--- src/shared/plqc_params.svh ---
`ifndef PLQC_PARAMS_SVH
`define PLQC_PARAMS_SVH

// ==========================================================================
// Timing
`define PLQC_CLK_PERIOD_NS 4
`define PLQC_TX_SETTLE_NS 500
`define PLQC_TX_SETTLE_CYC (`PLQC_TX_SETTLE_NS / `PLQC_CLK_PERIOD_NS)
`define PLQC_SLEEP_NS 2000
`define PLQC_SLEEP_CYC \
	((`PLQC_SLEEP_NS + `PLQC_CLK_PERIOD_NS - 1) / `PLQC_CLK_PERIOD_NS)
`define PLQC_QUIET_NS 16000
`define PLQC_QUIET_CYC \
	((`PLQC_QUIET_NS + `PLQC_CLK_PERIOD_NS - 1) / `PLQC_CLK_PERIOD_NS)
`define PLQC_REFRESH_NS 1000
`define PLQC_REFRESH_CYC \
	((`PLQC_REFRESH_NS + `PLQC_CLK_PERIOD_NS - 1) / `PLQC_CLK_PERIOD_NS)
`define PLQC_WAKE_NS 500
`define PLQC_WAKE_CYC \
	((`PLQC_WAKE_NS + `PLQC_CLK_PERIOD_NS - 1) / `PLQC_CLK_PERIOD_NS)

// ==========================================================================
// Widths and reset values
`define PLQC_LANES 4
`define PLQC_CNT_W 12
`define PLQC_LANE_EN_RST 4'hF
`define PLQC_STATUS_RST 4'h2

`endif

--- src/shared/plqc_pkg.sv ---
`default_nettype none
package plqc_pkg;

	// Quiet requests from the PCS processes.
	typedef struct packed {
		logic tx_quiet;
		logic rx_quiet;
	} plqc_quiet_req_s;

	// Transmit side LPI sequence.
	typedef enum logic [2:0] {
		PLQC_ACTIVE = 3'h0,
		PLQC_SLEEP = 3'h1,
		PLQC_QUIET = 3'h2,
		PLQC_REFRESH = 3'h3,
		PLQC_WAKE = 3'h4
	} plqc_state_e;

	// Status flags toward the client and the analog front end.
	typedef struct packed {
		logic tx_lpi_code;
		logic client_lpi_ind;
		logic tx_func_active;
		logic refresh_burst;
	} plqc_status_s;

endpackage
`default_nettype wire

--- src/hw/plqc_lane_gate.sv ---
`timescale 1ns/10ps
`default_nettype none
`include "plqc_params.svh"

module plqc_lane_gate (
	// Clock and reset
	input wire logic sys_clk,
	input wire logic rst,
	// Requests
	input wire logic eee_supported,
	input wire plqc_pkg::plqc_quiet_req_s quiet_req,
	// Gated controls
	output logic [`PLQC_LANES-1:0] tx_lane_en,
	output logic rx_low_power
);

	// ======================================================================
	// Qualified requests
	wire tx_quiet_eff = eee_supported & quiet_req.tx_quiet;
	wire rx_quiet_eff = eee_supported & quiet_req.rx_quiet;

	logic tx_quiet_q;

	always_ff @(posedge sys_clk)
	begin
		if (rst)
		begin
			tx_quiet_q <= 1'b0;
			tx_lane_en <= `PLQC_LANE_EN_RST;
			rx_low_power <= 1'b0;
		end
		else
		begin
			tx_quiet_q <= tx_quiet_eff;
			tx_lane_en <= {`PLQC_LANES{~tx_quiet_q}};
			rx_low_power <= rx_quiet_eff;
		end
	end
endmodule
`default_nettype wire

--- src/hw/plqc_top.sv ---
`timescale 1ns/10ps
`default_nettype none
`include "plqc_params.svh"

module plqc_top (
	// Clock and reset
	input wire logic sys_clk,
	input wire logic rst,
	// Energy-efficient operation supported
	input wire logic eee_supported,
	// Quiet requests from the PCS
	input wire plqc_pkg::plqc_quiet_req_s quiet_req,
	// Client and receive symbol indications
	input wire logic client_lpi_assert,
	input wire logic rx_lpi_code_seen,
	// Lane and receiver controls
	output logic [`PLQC_LANES-1:0] tx_lane_en,
	output logic rx_low_power,
	// LPI sequence status
	output plqc_pkg::plqc_status_s lpi_status,
	output plqc_pkg::plqc_state_e lpi_state
);

	localparam int TX_SETTLE_MAX = `PLQC_TX_SETTLE_CYC;
	localparam logic [`PLQC_CNT_W-1:0] SLEEP_LD =
		`PLQC_CNT_W'(`PLQC_SLEEP_CYC - 1);
	localparam logic [`PLQC_CNT_W-1:0] QUIET_LD =
		`PLQC_CNT_W'(`PLQC_QUIET_CYC - 1);
	localparam logic [`PLQC_CNT_W-1:0] REFRESH_LD =
		`PLQC_CNT_W'(`PLQC_REFRESH_CYC - 1);
	localparam logic [`PLQC_CNT_W-1:0] WAKE_LD =
		`PLQC_CNT_W'(`PLQC_WAKE_CYC - 1);

	// ======================================================================
	// Lane gating and receiver power
	plqc_lane_gate u_gate (
		.sys_clk(sys_clk),
		.rst(rst),
		.eee_supported(eee_supported),
		.quiet_req(quiet_req),
		.tx_lane_en(tx_lane_en),
		.rx_low_power(rx_low_power)
	);

	// ======================================================================
	// Helpers

	// Phases in which the transmitter has stopped sending normal symbols.
	function automatic logic is_lpi_idle(input plqc_pkg::plqc_state_e s);
		is_lpi_idle = (s == plqc_pkg::PLQC_QUIET) ||
			(s == plqc_pkg::PLQC_REFRESH);
	endfunction

	// ======================================================================
	// Transmit LPI sequence
	plqc_pkg::plqc_state_e state_q;
	plqc_pkg::plqc_state_e state_d;
	logic [`PLQC_CNT_W-1:0] cnt_q;
	logic [`PLQC_CNT_W-1:0] cnt_d;
	plqc_pkg::plqc_status_s status_d;

	wire lpi_eff = eee_supported & client_lpi_assert;
	wire cnt_done = (cnt_q == `PLQC_CNT_W'h0);
	wire [`PLQC_CNT_W-1:0] cnt_dec = cnt_q - `PLQC_CNT_W'h1;

	always_comb
	begin
		state_d = state_q;
		cnt_d = cnt_done ? cnt_q : cnt_dec;
		case (state_q)
			plqc_pkg::PLQC_ACTIVE:
			begin
				if (lpi_eff)
				begin
					state_d = plqc_pkg::PLQC_SLEEP;
					cnt_d = SLEEP_LD;
				end
			end
			plqc_pkg::PLQC_SLEEP:
			begin
				if (!lpi_eff)
					state_d = plqc_pkg::PLQC_ACTIVE;
				else if (cnt_done)
				begin
					state_d = plqc_pkg::PLQC_QUIET;
					cnt_d = QUIET_LD;
				end
			end
			plqc_pkg::PLQC_QUIET:
			begin
				if (!lpi_eff)
				begin
					state_d = plqc_pkg::PLQC_WAKE;
					cnt_d = WAKE_LD;
				end
				else if (cnt_done)
				begin
					state_d = plqc_pkg::PLQC_REFRESH;
					cnt_d = REFRESH_LD;
				end
			end
			plqc_pkg::PLQC_REFRESH:
			begin
				if (!lpi_eff)
				begin
					state_d = plqc_pkg::PLQC_WAKE;
					cnt_d = WAKE_LD;
				end
				else if (cnt_done)
				begin
					state_d = plqc_pkg::PLQC_QUIET;
					cnt_d = QUIET_LD;
				end
			end
			plqc_pkg::PLQC_WAKE:
			begin
				if (cnt_done)
					state_d = plqc_pkg::PLQC_ACTIVE;
			end
			default:
			begin
				state_d = plqc_pkg::PLQC_ACTIVE;
				cnt_d = `PLQC_CNT_W'h0;
			end
		endcase
	end

	// tx_func_active and refresh_burst follow the next state, the other two flags follow the inputs; each flag leaves a flip-flop.
	always_comb
	begin
		status_d.tx_lpi_code = lpi_eff;
		status_d.client_lpi_ind = eee_supported & rx_lpi_code_seen;
		status_d.tx_func_active = (state_d != plqc_pkg::PLQC_QUIET);
		status_d.refresh_burst = (state_d == plqc_pkg::PLQC_REFRESH);
	end

	always_ff @(posedge sys_clk)
	begin
		if (rst)
		begin
			state_q <= plqc_pkg::PLQC_ACTIVE;
			cnt_q <= `PLQC_CNT_W'h0;
			lpi_status <= `PLQC_STATUS_RST;
		end
		else
		begin
			state_q <= state_d;
			cnt_q <= cnt_d;
			lpi_status <= status_d;
		end
	end

	assign lpi_state = state_q;
endmodule
`default_nettype wire

--- config.mk ---
export PLATFORM = sky130hd
export DESIGN_NAME = plqc_top
export DESIGN_NICKNAME = d
export VERILOG_FILES = /design/src/shared/plqc_pkg.sv /design/src/hw/plqc_lane_gate.sv /design/src/hw/plqc_top.sv
export VERILOG_INCLUDE_DIRS = /design/src /design/src/shared
export SDC_FILE = /design/constraint.sdc
export NUM_CORES = 1
export LEC_CHECK = 0
export BUFFER_PORTS_ARGS = -buffer_cell sky130_fd_sc_hd__buf_2
export CAP_MARGIN = 20
export CORE_MARGIN = 2
export CORE_UTILIZATION = 55
export CTS_CLUSTER_SIZE = 28
export DETAILED_ROUTE_END_ITERATION = 8
export GPL_ROUTABILITY_DRIVEN = 1
export PLACE_DENSITY = 0.77
export SLEW_MARGIN = 20
export SYNTH_ARGS = -nofsm -noshare
export SYNTH_HDL_FRONTEND = slang
export SYNTH_SLANG_ARGS = --single-unit
--- constraint.sdc ---
create_clock -name sys_clk -period 3.2 [get_ports sys_clk]
set_input_delay 0.64 -clock sys_clk [delete_from_list [all_inputs] [get_ports sys_clk]]
set_output_delay 0.64 -clock sys_clk [all_outputs]
set_load 0.05 [all_outputs]
==> impl_metrics.toml <==
[cts]
post_cts_buffers = 0
hold_buffers = 0
cts_buffers = 3
cts_buffer_depth = 2
root_buffer = "clkbuf_4"
clk_latency_ps = 310
cts_tree = "built"
cts.sinks = 22
postCtsResizedCells = 0
cts-htree-levels = 1
path_clk_slew_ps = 120

[critical_path]
cp-end-kind = "register"
path_cells = "or4_1 -> nor4_4 -> buf_4 -> inv_4 -> ha_1 -> a2bb2oi_1 -> o32a_1 -> nor2_1"
rr_worst_depth = 8
cpPeakStageDelay_ps = 690
worstReg2RegEnd = "cnt_q[0]$_SDFF_PP0_"
arrival_ps = 2580
cp_max_fo = 9
start_kind = "register"
crit_required_ps = 3420
crit_type = "reg2reg"
r2r_setup_slack_ps = 840
slowest_stage = "or4_1"
r2r-start = "cnt_q[6]$_SDFF_PP0_"

[drt]
ant_nets = 0
viasPerCell = 5.97
drt_iter0_markers = 35
first_pass_iters = 4
wl_per_cell_um = 14.3
wl_mm = 2.67
remaining_drc_errors = 0
vias = 1116

[sta]
fmax_mhz = 424
hold_viol_final = 0
finalCritPeriodShare = 0.737
grt_setup_unrepaired = "false"
finClkSkew_ps = 0.718
tightestPinTransition_ps = 480
min_period_ps = 2360
relSlewSlack = 0.680
tns_ps = 0
drv_slew = 0
setup-violations-final = 0

[power_and_ir_drop]
leakagePower_nw = 0.525
ir_drop_uv = 558
pwr_density_cell_nw_per_um2 = 889
total_power_mw = 1.19

[placed_design]
gp_congestion = 0.873
dp_hpwl_mm = 1.99
io_buffers = 18

[layout]
num_antenna_cells = 0
final_layout_size_suffix_gt1_frac = 0.213
final_common_cell = "dfxtp_1"
fillers = 189
syn_to_final_growth_pct = 10.7
final_cell_mix = "dfxtp_1, buf_2, nor2_1"
layout.nets = 171

[die]
rows = 16
initial_utilization = 0.599
die-area_um2 = 2590
dieHeight_um = 50.9
io_pins = 19
coreArea_um2 = 2020
die_w_um = 50.9

[global_route]
grt_antenna_before_repair = 0
track_usage = 0.226
grt_pass1_vias = 978
grt_overflow_total = 0
grt_pass1_wl_mm = 4.50
grt_max_degree = 17

[worst_hold_path]
holdCritPathClass = "reg2reg"
hp-start = "u_gate.tx_quiet_q$_SDFF_PP0_"
min_to = "u_gate.tx_lane_en[0]$_SDFF_PP1_"
hold-path-cell-count = 1

[flow_run]
cap_violations = 0

[synthesis]
yosys_warnings = 0
avgSynthCellArea_um2 = 8.18
synth_seq_cells = 22
synth_seq_area_share = 0.364
synthCells = 148
async_flop_share = 0
syn_nets = 158
ys.flop_type = "dfxtp_1"
synthesis.area_um2 = 1210
synth_edf_count = 0
yosysUniqueCellTypes = 46

[outcome]
outcome = "completed"
## flip-flops by register name, summed over array words and instances, names as in the netlist
signal	flops
lpi_state	3
u_gate.tx_lane_en	1
lpi_status	4
u_gate.rx_low_power	1
cnt_q	12
u_gate.tx_quiet_q	1
## worst max-delay path, delay by kind of cell (launching register included)
kind | cells | cell delay, ps
AO/OA/AOI/OAI | 2 | 320
AND/OR/NAND/NOR | 3 | 1030
flip-flops | 1 | 350
adder cells (fa/ha/maj) | 1 | 280
buffers and inverters | 2 | 290
## cell usage after synthesis, types with 4 or more instances
master    count  area (um2)
inv_1         4        15.0
dfxtp_1      22         440
nor2_1       17        63.8
a21oi_1      11        55.1
nor3_1        4        20.0
nand2_1       9        33.8
clkbuf_1      7        26.3
o21ai_0      12        60.1
and2_1        5        31.3
## per-layer routing
metal  global-route usage  wire length [um]  up-vias
met5                    0                 0        -
met4                0.108                51        0
met3               0.0292               125        7
met2                0.364              1280       42
met1                0.299              1210      505
li1                     -                 -      562
## where the power goes
group	total, mW	internal (mW)	switching [mW]
Combinational	0.559	0.225	0.335
Clock	0.213	0.127	0.0862
Sequential	0.420	0.342	0.0781
## stage by stage
stage	area [um2]	cells	util	hold WS (ps)	worst slack, ps
after global placement	1290	183	0.637	359	961
final	1340	187	0.663	396	843
after detailed placement	1290	183	0.637	369	876
after CTS	1340	187	0.663	398	859
after floorplan	1210	148	-	356	947
after global routing	1340	187	0.663	432	740
## final cells by class
type	count	area, um2	share of cell area
Clock buffer	3	22.5	0.0168
Inverter	5	21.3	0.0159
Multi-Input combinational cell	110	696	0.519
Clock inverter	1	30.0	0.0224
Tap cell	27	33.8	0.0252
Timing Repair Buffer	19	97.6	0.0728
Sequential cell	22	440	0.328
## worst max-delay path by stage
stage | depth (start not counted) | from | to | slack, ps
floorplan | 8 | cnt_q[6]$_SDFF_PP0_ | cnt_q[0]$_SDFF_PP0_ | 950
global placement | 8 | cnt_q[6]$_SDFF_PP0_ | cnt_q[0]$_SDFF_PP0_ | 960
detailed placement | 8 | cnt_q[6]$_SDFF_PP0_ | cnt_q[0]$_SDFF_PP0_ | 880
CTS | 8 | cnt_q[6]$_SDFF_PP0_ | cnt_q[0]$_SDFF_PP0_ | 860
global route | 8 | cnt_q[6]$_SDFF_PP0_ | cnt_q[0]$_SDFF_PP0_ | 740
finish | 8 | cnt_q[6]$_SDFF_PP0_ | cnt_q[0]$_SDFF_PP0_ | 840
## cells by family (layout without fill, tap and decap cells)
group                      after synthesis  in the layout  synth area share
and+or+nand+nor                         57             57             0.262
AOI/OAI and AO/OA                       49             49             0.273
DFF                                     22             22             0.364
buffers and inverters                   16             28            0.0620
adders and majority gates                3              3            0.0310
muxes                                    1              1           0.00826
No activity file was read; power rests on OpenSTA's default activity.
